File: src/common/acs_pkg.sv
package acs_pkg;

	// Register byte offsets on the AXI4-Lite slave
	localparam logic [7:0] OFS_CONTROL_A = 8'h00;
	localparam logic [7:0] OFS_CONTROL_B = 8'h04;
	localparam logic [7:0] OFS_TRIGGER = 8'h08;
	localparam logic [7:0] OFS_RESULT_HIGH = 8'h0c;
	localparam logic [7:0] OFS_RESULT_LOW = 8'h10;
	localparam logic [7:0] OFS_STATUS = 8'h14;

	// Field positions in converter_control_a
	localparam int CA_ENABLE = 0;
	localparam int CA_GO = 1;
	localparam int CA_CHAN_LO = 2;
	// Field positions in converter_control_b
	localparam int CB_PREF_LO = 0;
	localparam int CB_NREF = 2;
	localparam int CB_CKS_LO = 4;
	localparam int CB_JUSTIFY = 7;
	// Field positions in status
	localparam int ST_DONE = 0;
	localparam int ST_IRQ_EN = 1;
	localparam int ST_POWERED = 2;

	// Conversion clock select codes
	localparam logic [2:0] CKS_DIV2 = 3'h0;
	localparam logic [2:0] CKS_DIV4 = 3'h4;
	localparam logic [2:0] CKS_DIV8 = 3'h1;
	localparam logic [2:0] CKS_DIV16 = 3'h5;
	localparam logic [2:0] CKS_DIV32 = 3'h2;
	localparam logic [2:0] CKS_DIV64 = 3'h6;
	localparam logic [1:0] CKS_RC_LOW = 2'h3;

	// Trigger select codes
	localparam logic [3:0] TRG_NONE = 4'h0;
	localparam logic [3:0] TRG_TIMER_ZERO = 4'h3;
	localparam logic [3:0] TRG_TIMER_ONE = 4'h4;
	localparam logic [3:0] TRG_TIMER_TWO = 4'h5;
	localparam logic [3:0] TRG_COMP_ONE = 4'h6;
	localparam logic [3:0] TRG_COMP_TWO = 4'h7;
	localparam logic [3:0] TRG_CELL_ONE = 4'h8;
	localparam logic [3:0] TRG_CELL_TWO = 4'h9;
	localparam logic [3:0] TRG_CAP_ONE = 4'hc;
	localparam logic [3:0] TRG_CAP_TWO = 4'hd;
	localparam int TRG_SOURCES = 9;

	// Conversion timing
	localparam int RES_BITS = 10;
	localparam logic [3:0] TAD_LAST = 4'hb;
	localparam logic [3:0] TAD_FIRST_BIT = 4'h1;
	localparam logic [2:0] INSTR_CLKS = 3'h4;

	localparam logic [1:0] RESP_OKAY = 2'h0;
	localparam logic [1:0] RESP_SLVERR = 2'h2;

	typedef enum logic [1:0] {
		ST_IDLE = 2'b00,
		ST_DELAY = 2'b01,
		ST_CONV = 2'b10
	} acs_state_t;

endpackage

File: src/verilog/acs_trig_sync.sv
`timescale 1ns/1ns
module acs_trig_sync (
	input wire logic clk, // System clock
	input wire logic reset_n, // Async reset
	input wire logic [8:0] src, // Raw trigger sources
	input wire logic [3:0] sel, // trigger_select code
	output logic pulse // One-cycle rising edge of selected source
);
	typedef struct packed {
		logic [8:0] meta;
		logic [8:0] sync;
		logic [8:0] prev;
		logic pulse;
	} acs_trig_t;

	acs_trig_t s_q;
	acs_trig_t s_d;
	logic [8:0] rise;

	always_comb begin
		s_d = s_q;
		s_d.meta = src;
		s_d.sync = s_q.meta;
		s_d.prev = s_q.sync;
		rise = s_q.sync & ~s_q.prev;
		unique case (sel)
			acs_pkg::TRG_TIMER_ZERO: s_d.pulse = rise[0];
			acs_pkg::TRG_TIMER_ONE: s_d.pulse = rise[1];
			acs_pkg::TRG_TIMER_TWO: s_d.pulse = rise[2];
			acs_pkg::TRG_COMP_ONE: s_d.pulse = rise[3];
			acs_pkg::TRG_COMP_TWO: s_d.pulse = rise[4];
			acs_pkg::TRG_CELL_ONE: s_d.pulse = rise[5];
			acs_pkg::TRG_CELL_TWO: s_d.pulse = rise[6];
			acs_pkg::TRG_CAP_ONE: s_d.pulse = rise[7];
			acs_pkg::TRG_CAP_TWO: s_d.pulse = rise[8];
			// None and reserved codes never trigger
			default: s_d.pulse = 1'b0;
		endcase
	end

	always_ff @(posedge clk or negedge reset_n) begin
		if (!reset_n)
			s_q <= '0;
		else
			s_q <= s_d;
	end

	assign pulse = s_q.pulse;
endmodule // acs_trig_sync

File: src/verilog/acs_tad_gen.sv
`timescale 1ns/1ns
module acs_tad_gen (
	input wire logic clk, // System clock
	input wire logic reset_n, // Async reset
	input wire logic run, // Count while converting
	input wire logic [2:0] cks, // conversion_clock_select
	input wire logic rc_tick, // dedicated_rc_clock period pulse
	output logic tick // One-cycle end of a bit_conversion_period
);
	typedef struct packed {
		logic [5:0] cnt;
		logic tick;
	} acs_tad_t;

	acs_tad_t s_q;
	acs_tad_t s_d;

	// Last count value of a divided period
	function automatic logic [5:0] div_last(input logic [2:0] code);
		unique case (code)
			acs_pkg::CKS_DIV2: return 6'h01;
			acs_pkg::CKS_DIV4: return 6'h03;
			acs_pkg::CKS_DIV8: return 6'h07;
			acs_pkg::CKS_DIV16: return 6'h0f;
			acs_pkg::CKS_DIV32: return 6'h1f;
			acs_pkg::CKS_DIV64: return 6'h3f;
			default: return 6'h01;
		endcase
	endfunction

	always_comb begin
		s_d = s_q;
		s_d.tick = 1'b0;
		if (!run) begin
			// Preload one: the registered tick costs a clock per conversion
			s_d.cnt = 6'h01;
		end else if (cks[1:0] == acs_pkg::CKS_RC_LOW) begin
			s_d.tick = rc_tick;
		end else if (s_q.cnt == div_last(cks)) begin
			s_d.cnt = 6'h00;
			s_d.tick = 1'b1;
		end else begin
			s_d.cnt = s_q.cnt + 6'h01;
		end
	end

	always_ff @(posedge clk or negedge reset_n) begin
		if (!reset_n)
			s_q <= '0;
		else
			s_q <= s_d;
	end

	assign tick = s_q.tick;
endmodule // acs_tad_gen

File: src/verilog/acs_top.sv
`timescale 1ns/1ns
//////////////////////////////////////////////////////////////////////////////
module acs_top (
	input wire logic clk, // System clock, 20 MHz
	input wire logic reset_n, // Async reset, active low
	input wire logic [7:0] s_axi_awaddr, // Write address
	input wire logic s_axi_awvalid, // Write address valid
	output logic s_axi_awready, // Write address ready
	input wire logic [31:0] s_axi_wdata, // Write data
	input wire logic [3:0] s_axi_wstrb, // Write strobes
	input wire logic s_axi_wvalid, // Write data valid
	output logic s_axi_wready, // Write data ready
	output logic [1:0] s_axi_bresp, // Write response
	output logic s_axi_bvalid, // Write response valid
	input wire logic s_axi_bready, // Write response ready
	input wire logic [7:0] s_axi_araddr, // Read address
	input wire logic s_axi_arvalid, // Read address valid
	output logic s_axi_arready, // Read address ready
	output logic [31:0] s_axi_rdata, // Read data
	output logic [1:0] s_axi_rresp, // Read response
	output logic s_axi_rvalid, // Read valid
	input wire logic s_axi_rready, // Read ready
	input wire logic sleep_mode, // Device is in Sleep
	input wire logic rc_tick, // dedicated_rc_clock period pulse
	input wire logic compare_high, // Input at or above sar_code
	input wire logic timer_zero_ovf, // timer_zero overflow
	input wire logic timer_one_ovf, // timer_one overflow
	input wire logic timer_two_match, // timer_two / timer_two_period match
	input wire logic comparator_one, // comparator_one output
	input wire logic comparator_two, // comparator_two output
	input wire logic logic_cell_one, // logic_cell_one output
	input wire logic logic_cell_two, // logic_cell_two output
	input wire logic capture_unit_one, // capture_unit_one output
	input wire logic capture_unit_two, // capture_unit_two output
	output logic [5:0] channel_select, // Analog channel to sample
	output logic [1:0] ref_pos_select, // Positive reference select
	output logic ref_neg_select, // Negative reference select
	output logic converter_powered, // Analog converter powered
	output logic sample_hold, // High while holding and converting
	output logic [9:0] sar_code, // Trial code to the comparator
	output logic wake_request // Wake-up request in Sleep
);
	typedef struct packed {
		acs_pkg::acs_state_t st;
		logic [2:0] dly;
		logic [3:0] tad;
		logic [9:0] acc;
		logic en;
		logic go;
		logic [5:0] chan;
		logic just;
		logic [2:0] cks;
		logic nref;
		logic [1:0] pref;
		logic [3:0] trig;
		logic [7:0] res_hi;
		logic [7:0] res_lo;
		logic done;
		logic irq_en;
		logic off;
		logic aw_ok;
		logic w_ok;
		logic [7:0] aw_addr;
		logic [7:0] w_data;
		logic w_lane;
		logic bvalid;
		logic [1:0] bresp;
		logic rvalid;
		logic [7:0] rdata;
		logic [1:0] rresp;
	} acs_regs_t;

	acs_regs_t s_q;
	acs_regs_t s_d;
	logic trig_pulse;
	logic tad_tick;
	logic rc_sel;
	logic wr_fire;
	logic start_req;
	logic abort_req;
	logic [9:0] partial;

	//////////////////////////////////////////////////////////////////////////////
	// Result packing and partial fill

	function automatic logic [15:0] pack_result(input logic [9:0] r, input logic right);
		if (right)
			return {6'h00, r};
		return {r, 6'h00};
	endfunction

	function automatic logic [9:0] fill_partial(input logic [9:0] a, input logic [3:0] t);
		logic [9:0] r;
		int last;
		r = a;
		last = acs_pkg::RES_BITS - int'(t) + 1;
		if (t <= acs_pkg::TAD_FIRST_BIT) begin
			r = 10'h000;
		end else if (t < acs_pkg::TAD_LAST) begin
			for (int i = 0; i < acs_pkg::RES_BITS; i++) begin
				if (i < last)
					r[i] = a[last];
			end
		end
		return r;
	endfunction

	//////////////////////////////////////////////////////////////////////////////
	// Helpers

	acs_trig_sync u_trig (
		.clk(clk),
		.reset_n(reset_n),
		.src({capture_unit_two, capture_unit_one, logic_cell_two, logic_cell_one,
			comparator_two, comparator_one, timer_two_match, timer_one_ovf,
			timer_zero_ovf}),
		.sel(s_q.trig),
		.pulse(trig_pulse)
	);

	acs_tad_gen u_tad (
		.clk(clk),
		.reset_n(reset_n),
		.run(s_q.st == acs_pkg::ST_CONV),
		.cks(s_q.cks),
		.rc_tick(rc_tick),
		.tick(tad_tick)
	);

	assign rc_sel = (s_q.cks[1:0] == acs_pkg::CKS_RC_LOW);
	assign wr_fire = s_q.aw_ok && s_q.w_ok && !s_q.bvalid;
	assign partial = fill_partial(s_q.acc, s_q.tad);

	//////////////////////////////////////////////////////////////////////////////
	// Next state

	always_comb begin
		s_d = s_q;
		start_req = 1'b0;
		abort_req = 1'b0;

		// Bus channel acceptance
		if (s_axi_awvalid && s_axi_awready) begin
			s_d.aw_ok = 1'b1;
			s_d.aw_addr = s_axi_awaddr;
		end
		if (s_axi_wvalid && s_axi_wready) begin
			s_d.w_ok = 1'b1;
			s_d.w_data = s_axi_wdata[7:0];
			s_d.w_lane = s_axi_wstrb[0];
		end
		if (s_q.bvalid && s_axi_bready)
			s_d.bvalid = 1'b0;

		if (wr_fire) begin
			s_d.aw_ok = 1'b0;
			s_d.w_ok = 1'b0;
			s_d.bvalid = 1'b1;
			s_d.bresp = acs_pkg::RESP_OKAY;
			unique case (s_q.aw_addr)
				acs_pkg::OFS_CONTROL_A: if (s_q.w_lane) begin
					s_d.en = s_q.w_data[acs_pkg::CA_ENABLE];
					s_d.chan = s_q.w_data[acs_pkg::CA_CHAN_LO +: 6];
					if (s_q.w_data[acs_pkg::CA_GO])
						start_req = s_q.en && s_q.w_data[acs_pkg::CA_ENABLE];
					else
						abort_req = s_q.go;
				end
				acs_pkg::OFS_CONTROL_B: if (s_q.w_lane) begin
					s_d.just = s_q.w_data[acs_pkg::CB_JUSTIFY];
					s_d.cks = s_q.w_data[acs_pkg::CB_CKS_LO +: 3];
					s_d.nref = s_q.w_data[acs_pkg::CB_NREF];
					s_d.pref = s_q.w_data[acs_pkg::CB_PREF_LO +: 2];
				end
				acs_pkg::OFS_TRIGGER: if (s_q.w_lane)
					s_d.trig = s_q.w_data[3:0];
				acs_pkg::OFS_RESULT_HIGH: if (s_q.w_lane)
					s_d.res_hi = s_q.w_data;
				acs_pkg::OFS_RESULT_LOW: if (s_q.w_lane)
					s_d.res_lo = s_q.w_data;
				acs_pkg::OFS_STATUS: if (s_q.w_lane) begin
					s_d.irq_en = s_q.w_data[acs_pkg::ST_IRQ_EN];
					// Write one to clear; a new completion below wins
					if (s_q.w_data[acs_pkg::ST_DONE])
						s_d.done = 1'b0;
				end
				default: s_d.bresp = acs_pkg::RESP_SLVERR;
			endcase
		end

		if (trig_pulse && !sleep_mode && s_q.en)
			start_req = 1'b1;

		if (s_q.rvalid && s_axi_rready)
			s_d.rvalid = 1'b0;
		if (s_axi_arvalid && s_axi_arready) begin
			s_d.rvalid = 1'b1;
			s_d.rresp = acs_pkg::RESP_OKAY;
			unique case (s_axi_araddr)
				acs_pkg::OFS_CONTROL_A: s_d.rdata = {s_q.chan, s_q.go, s_q.en};
				acs_pkg::OFS_CONTROL_B:
					s_d.rdata = {s_q.just, s_q.cks, 1'b0, s_q.nref, s_q.pref};
				acs_pkg::OFS_TRIGGER: s_d.rdata = {4'h0, s_q.trig};
				acs_pkg::OFS_RESULT_HIGH: s_d.rdata = s_q.res_hi;
				acs_pkg::OFS_RESULT_LOW: s_d.rdata = s_q.res_lo;
				acs_pkg::OFS_STATUS:
					s_d.rdata = {5'h00, converter_powered, s_q.irq_en, s_q.done};
				default: begin
					s_d.rdata = 8'h00;
					s_d.rresp = acs_pkg::RESP_SLVERR;
				end
			endcase
		end

		// Sleep without RC clock powers down
		if (sleep_mode && !rc_sel)
			s_d.off = 1'b1;
		else if (!sleep_mode)
			s_d.off = 1'b0;

		// Conversion sequencer
		unique case (s_q.st)
			acs_pkg::ST_IDLE: begin
				if (start_req && !s_q.off && !(sleep_mode && !rc_sel)) begin
					s_d.go = 1'b1;
					s_d.acc = 10'h000;
					s_d.tad = 4'h0;
					if (rc_sel) begin
						s_d.st = acs_pkg::ST_DELAY;
						s_d.dly = acs_pkg::INSTR_CLKS - 3'h1;
					end else begin
						s_d.st = acs_pkg::ST_CONV;
					end
				end
			end
			acs_pkg::ST_DELAY: begin
				if (s_q.dly == 3'h0)
					s_d.st = acs_pkg::ST_CONV;
				else
					s_d.dly = s_q.dly - 3'h1;
			end
			acs_pkg::ST_CONV: begin
				if (tad_tick) begin
					if (s_q.tad == acs_pkg::TAD_LAST) begin
						s_d.st = acs_pkg::ST_IDLE;
						s_d.go = 1'b0;
						s_d.done = 1'b1;
						{s_d.res_hi, s_d.res_lo} = pack_result(s_q.acc, s_q.just);
						if (sleep_mode && !s_q.irq_en)
							s_d.off = 1'b1;
					end else begin
						if (s_q.tad >= acs_pkg::TAD_FIRST_BIT)
							s_d.acc[4'(acs_pkg::RES_BITS) - s_q.tad] = compare_high;
						s_d.tad = s_q.tad + 4'h1;
					end
				end
			end
			default: s_d.st = acs_pkg::ST_IDLE;
		endcase

		if (s_q.st != acs_pkg::ST_IDLE) begin
			if (!s_q.en || (wr_fire && !s_d.en) || (sleep_mode && !rc_sel)) begin
				s_d.st = acs_pkg::ST_IDLE;
				s_d.go = 1'b0;
			end else if (abort_req) begin
				s_d.st = acs_pkg::ST_IDLE;
				s_d.go = 1'b0;
				{s_d.res_hi, s_d.res_lo} = pack_result(partial, s_q.just);
			end
		end
	end

	//////////////////////////////////////////////////////////////////////////////
	// State register

	always_ff @(posedge clk or negedge reset_n) begin
		if (!reset_n)
			s_q <= '0;
		else
			s_q <= s_d;
	end

	//////////////////////////////////////////////////////////////////////////////
	// Outputs

	assign s_axi_awready = !s_q.aw_ok && !s_q.bvalid;
	assign s_axi_wready = !s_q.w_ok && !s_q.bvalid;
	assign s_axi_bvalid = s_q.bvalid;
	assign s_axi_bresp = s_q.bresp;
	assign s_axi_arready = !s_q.rvalid;
	assign s_axi_rvalid = s_q.rvalid;
	assign s_axi_rdata = {24'h000000, s_q.rdata};
	assign s_axi_rresp = s_q.rresp;

	assign channel_select = s_q.chan;
	assign ref_pos_select = s_q.pref;
	assign ref_neg_select = s_q.nref;
	assign converter_powered = s_q.en && !s_q.off;
	assign sample_hold = (s_q.st == acs_pkg::ST_CONV);
	assign sar_code = s_q.acc;
	assign wake_request = sleep_mode && s_q.done && s_q.irq_en;
endmodule // acs_top

File: config.mk
export PLATFORM = sky130hd
export DESIGN_NAME = acs_top
export DESIGN_NICKNAME = d
export VERILOG_FILES = /design/src/common/acs_pkg.sv /design/src/verilog/acs_trig_sync.sv /design/src/verilog/acs_tad_gen.sv /design/src/verilog/acs_top.sv
export SDC_FILE = /design/constraint.sdc
export NUM_CORES = 1
export LEC_CHECK = 0
export BUFFER_PORTS_ARGS = -buffer_cell sky130_fd_sc_hd__buf_4
export CORE_ASPECT_RATIO = 2
export CORE_MARGIN = 4
export CORE_UTILIZATION = 30
export CTS_CLUSTER_DIAMETER = 120
export CTS_CLUSTER_SIZE = 20
export DETAILED_ROUTE_END_ITERATION = 6
export PLACE_DENSITY = 0.54
export SLEW_MARGIN = 0
export SYNTH_ARGS = -nofsm -noshare
export SYNTH_HDL_FRONTEND = slang
export SYNTH_HIERARCHICAL = 1
export SYNTH_SLANG_ARGS = --single-unit
File: constraint.sdc
create_clock -name clk -period 3.29 [get_ports clk]
set_input_delay 0.658 -clock clk [delete_from_list [all_inputs] [get_ports clk]]
set_output_delay 0.658 -clock clk [all_outputs]
set_load 0.05 [all_outputs]
## After elaboration in Yosys (flattened, before gate mapping)

Index checks and enable logic that the tools add are counted.

- $add $sub $neg: 6
- Multipliers: 0
- Mux-type cells: 104
- Divide/modulo/power cells: 0
- $lt $le $gt $ge: 16
- Bitwise gates (word level): 2
- Eq/ne operators: 36
- Shift-type cells: 0
- Reduce and logical (&&, ||, !) cells: 54

Operators with widths:

| kind | count |
|---|---|
| 16-bit two-way mux | 7 |
| 1-bit two-way mux | 52 |
| 17-bit two-way mux | 3 |
| 8-bit case mux with 6 select lines | 1 |
| 8-bit by 4-bit equality test with 1-bit output (second input constant) | 4 |
| 8-bit by 5-bit equality test with 1-bit output (second input constant) | 4 |
| 8-bit two-way mux | 4 |
| 10-bit two-way mux | 3 |
| 6-bit two-way mux | 5 |
| 6-bit case mux with 5 select lines | 1 |
| 14-bit two-way mux | 2 |
| 14-bit case mux with 2 select lines | 1 |
| 4-bit by 6-bit < comparator with 1-bit output (first input constant) | 4 |
| 2-bit two-way mux | 12 |
| 1-bit logical AND | 21 |
| 4-bit equality test (second input constant) | 5 |
| 19-bit two-way mux | 1 |
| 18-bit two-way mux | 1 |
| 4-bit by 3-bit equality test with 1-bit output (second input constant) | 4 |
| 8-bit by 3-bit equality test with 1-bit output (second input constant) | 2 |
| 8-bit logical NOT | 2 |
| 2-bit != test (second input constant) | 7 |
| 2-bit nonzero test | 7 |
| 3-bit by 6-bit < comparator with 1-bit output (first input constant) | 2 |
| other kinds (40) | 63 |

- Input bits: 71
- Register bits after elaboration: 125
- ROM bits: 0
- Memories kept: 0
- Bits in latches: 0
- Memory bits (writable): 0

## Depth between registers and ports, before layout

- Depth after elaboration: 13
- Depth in mapped cells: 11
- Mapped depth without buffers: 8

## Cells and area by module

Netlist, hierarchy kept.

Modules (own cells, without submodules):

| module | area each (um^2) | cells an instance | times used | seq. area each (um^2) |
|---|---|---|---|---|
| acs_top | 5711.7 | 608 | 1 | 2202.1 |
| acs_trig_sync | 834.6 | 48 | 1 | 700.7 |
| acs_tad_gen | 501.7 | 57 | 1 | 175.2 |

## Worst setup path after synthesis

No wires, ideal clock.

- Kind: reg-to-reg
- Start: register s_q[81] (netlist bit)
- End: register s_q[45] (netlist bit)
- Clock period less this slack: 2.929 ns
- Setup time: 0.145 ns
- Cell stages (with the launch flop): 10
- Required time: 3.145 ns
- Arrival: 2.785 ns
- Setup slack: 0.361 ns
- Path through: dfrtp_1 -> buf_1 -> inv_1 -> ha_1 -> nand2b_1 -> a311oi_1 -> nor2_1 -> or3_1 -> a221oi_1 -> o221ai_1

RTL lines:

| element | RTL line | text |
|---|---|---|
| start: declaration | acs_top.sv:73 | `acs_regs_t s_q;` |
| start signal: assignment | acs_top.sv:278 | `s_q <= '0;` |
| start signal: assignment | acs_top.sv:280 | `s_q <= s_d;` |

==> qor.yml <==
job:
  drv_cap: 0
final_layout:
  drive_above_1_share: 0.253
  nets: 851
  diodes: 0
  finalNonFillerCells: 1069
  multi_input_area_sq_mm: 0.00341
  fillers: 2300
  seq_area_sq_mm: 0.00308
  final_common_cell: "dfrtp_1"
  final_cell_mix: "dfrtp_1, buf_4, nand2_1"
  area_delta_synth_final_pct: 18.5
synthesis:
  avgSynthCellArea_sq_um: 9.89
  synth-seq-cells: 123
  seq_area_frac_synth: 0.437
  synth_area_leaders: "dfrtp_1, buf_4, mux2_2"
  synthFlopType: "dfrtp_1"
  synth_top_area_share: 0.437
  yosysUniqueCellTypes: 77
  syn_inst: 713
  syn-cell-area_sq_mm: 0.00705
  synth_edf_count: 0
  synth-async-reset-ratio: 1.00
  synth_top_area_cell: "dfrtp_1"
  yosysWarnings: 6
sta:
  slew_headroom: 0.507
  max_slew.worst_pin.slew_ns: 0.739
  setup_viol: 0
  fmax_mhz: 332
  hold_viol: 0
  fin_crit_sh: 0.916
  rsz0062_at_grt: "false"
  finalSetupTns_ns: 0
  fin_skew_ns: 0.00751
  slew_viol_final: 0
  finalCriticalPeriod_ns: 3.01
route:
  wl_per_cell_um: 19.9
  drc_errors: 0
  num_vias: 5656
  viasPerCell: 5.29
  dr.first_iter.drc_count: 287
  drt_wl_total_mm: 21.2
  first_pass_iters: 6
  ant_nets: 0
place:
  hpwl_mm: 16.3
  gp_congestion: 0.920
  numPortBuffers: 80
  dp_cells: 1037
global_route:
  grt_pass1_wl_mm: 32.2
  antenna_found_initial: 0
  grt_pass1_vias: 5697
  grtUsageTotal: 0.165
  grt-ovfl-total: 0
  grt_max_degree: 107
clocking:
  clk_transition_reported_paths_ns: 0.06
  cts_hold_buf: 0
  clk_path_buf_depth: 2
  clk_latency_ns: 0.43
  cts_resized: 0
  cts_tree: "done"
  htreeDepth: 4
  cts_root_buffer: "clkbuf_16"
  cts_setup_buffers: 0
  clkSinkCount: 123
  numCtsBuffers: 17
floorplanning:
  rows: 79
  die_y_um: 225
  ios: 134
  core_sq_mm: 0.0232
  dieArea_sq_mm: 0.0262
  fp.dieW_um: 116
  initial_core_util: 0.303
pwr:
  p_leak_nw: 3.79
  ir_worst_vdd_mv: 0.570
  powerDensity_mw_per_mm2: 595
critical_path:
  arrival_ns: 3.30
  critical_path_class: "reg2reg"
  crit_chain: "inv_1 > ha_1 > or3b_1 > a21oi_1 > nor2_1 > or3_1 > a221oi_1 > o221ai_1"
  critical-path-max-stage-delay_ns: 0.54
  worstSetupEndpointType: "flop"
  crit_family: "simple AND/OR/NAND/NOR gates"
  critPathBufInv: 1
  critPathMaxFanout: 11
  slowest_stage: "dfrtp_1"
  start_kind: "flop"
  cp.required_ns: 3.57
worst_hold_path:
  hp-class: "in2async"
status:
  outcome: "finished clean"
-- worst register-to-register path: cells and delay by family, from the launching register on --
kind / cells / cell delay, ns
flip-flops: 1 / 0.54
buffers and inverters: 1 / 0.14
AND/OR/NAND/NOR: 3 / 1.06
adder cells (fa/ha/maj): 1 / 0.41
AO/OA/AOI/OAI: 3 / 0.73
-- worst paths after layout --
kind / slack (ns) / start / cells after the start / end
worst min-delay path: 0.09 / reset_n / 1 / u_trig/s_d[18]
worst max register to register: 0.28 / s_q[81] / 8 / s_q[45]
worst min register to register: 0.35 / u_trig/s_d[13] / 0 / u_trig/s_d[4]
min in group clk: 0.33 / logic_cell_two / 1 / u_trig/s_d[16]
max in group asynchronous: 2.30 / reset_n / 2 / s_q[84]
worst max-delay path: 0.28 / s_q[81] / 8 / s_q[45]
-- through the flow --
stage                     setup slack, ns  instance area [sq um]  hold slack [ns]  utilization  total power, W
after floorplan                     0.361                   7140            0.331            -         0.00270
after global placement              0.390                   7740            0.334        0.333         0.00303
after detailed placement            0.343                   7740            0.336        0.333         0.00304
after CTS                           0.324                   8350           0.0796        0.360         0.00503
after global routing               0.0724                   8350           0.0964        0.360         0.00517
final                               0.277                   8350           0.0947        0.360         0.00497
-- state kept, by name, summed over array words and instances, names as in the netlist, 2 cells and up --
name	cells
s_q	57
u_trig/s_d	18
sar_code	10
u_trig/s_q	9
s_axi_rdata	8
channel_select	6
u_tad/s_q	6
ref_pos_select	2
-- cell usage after synthesis, drive strengths merged, types with 12 or more instances --
| cell | count |
|---|---|
| dfrtp | 123 |
| nand2 | 72 |
| buf | 65 |
| o21ai | 49 |
| mux2 | 35 |
| nor2 | 33 |
| clkbuf | 27 |
| a21oi | 25 |
| nand3 | 24 |
| inv | 20 |
| mux2i | 18 |
| and2 | 13 |
| nand2b | 12 |
-- routing by layer --
layer	GRT usage	part of all wire
met1	0.153	0.33
met2	0.313	0.57
met3	0.0275	0.038
met4	0.114	0.063
met5	0	0
-- final cells by class --
class / count / share of cell area
Clock buffer: 17 / 0.0509
Multi-Input combinational cell: 502 / 0.408
Tap cell: 283 / 0.0424
Timing Repair Buffer: 108 / 0.0985
Clock inverter: 15 / 0.0226
Sequential cell: 123 / 0.368
Inverter: 21 / 0.00944
-- cells by family after synthesis --
kind of cell             after synthesis  share of synthesized area
AO/OA/AOI/OAI                        182                      0.179
XOR/XNOR                               4                    0.00497
adder cells (fa/ha/maj)                7                     0.0124
buffers and inverters                113                     0.0934
flip-flops                           123                      0.437
multiplexers                          58                     0.0975
other                                  1                   0.000532
AND/OR/NAND/NOR                      225                      0.175
-- where the power goes --
group          switching (W)  internal (W)
clock network       0.000757       0.00120
logic               0.000567      0.000406
registers           0.000316       0.00172
total                0.00164       0.00333
Note: power is estimated with default switching activity, not from simulation.
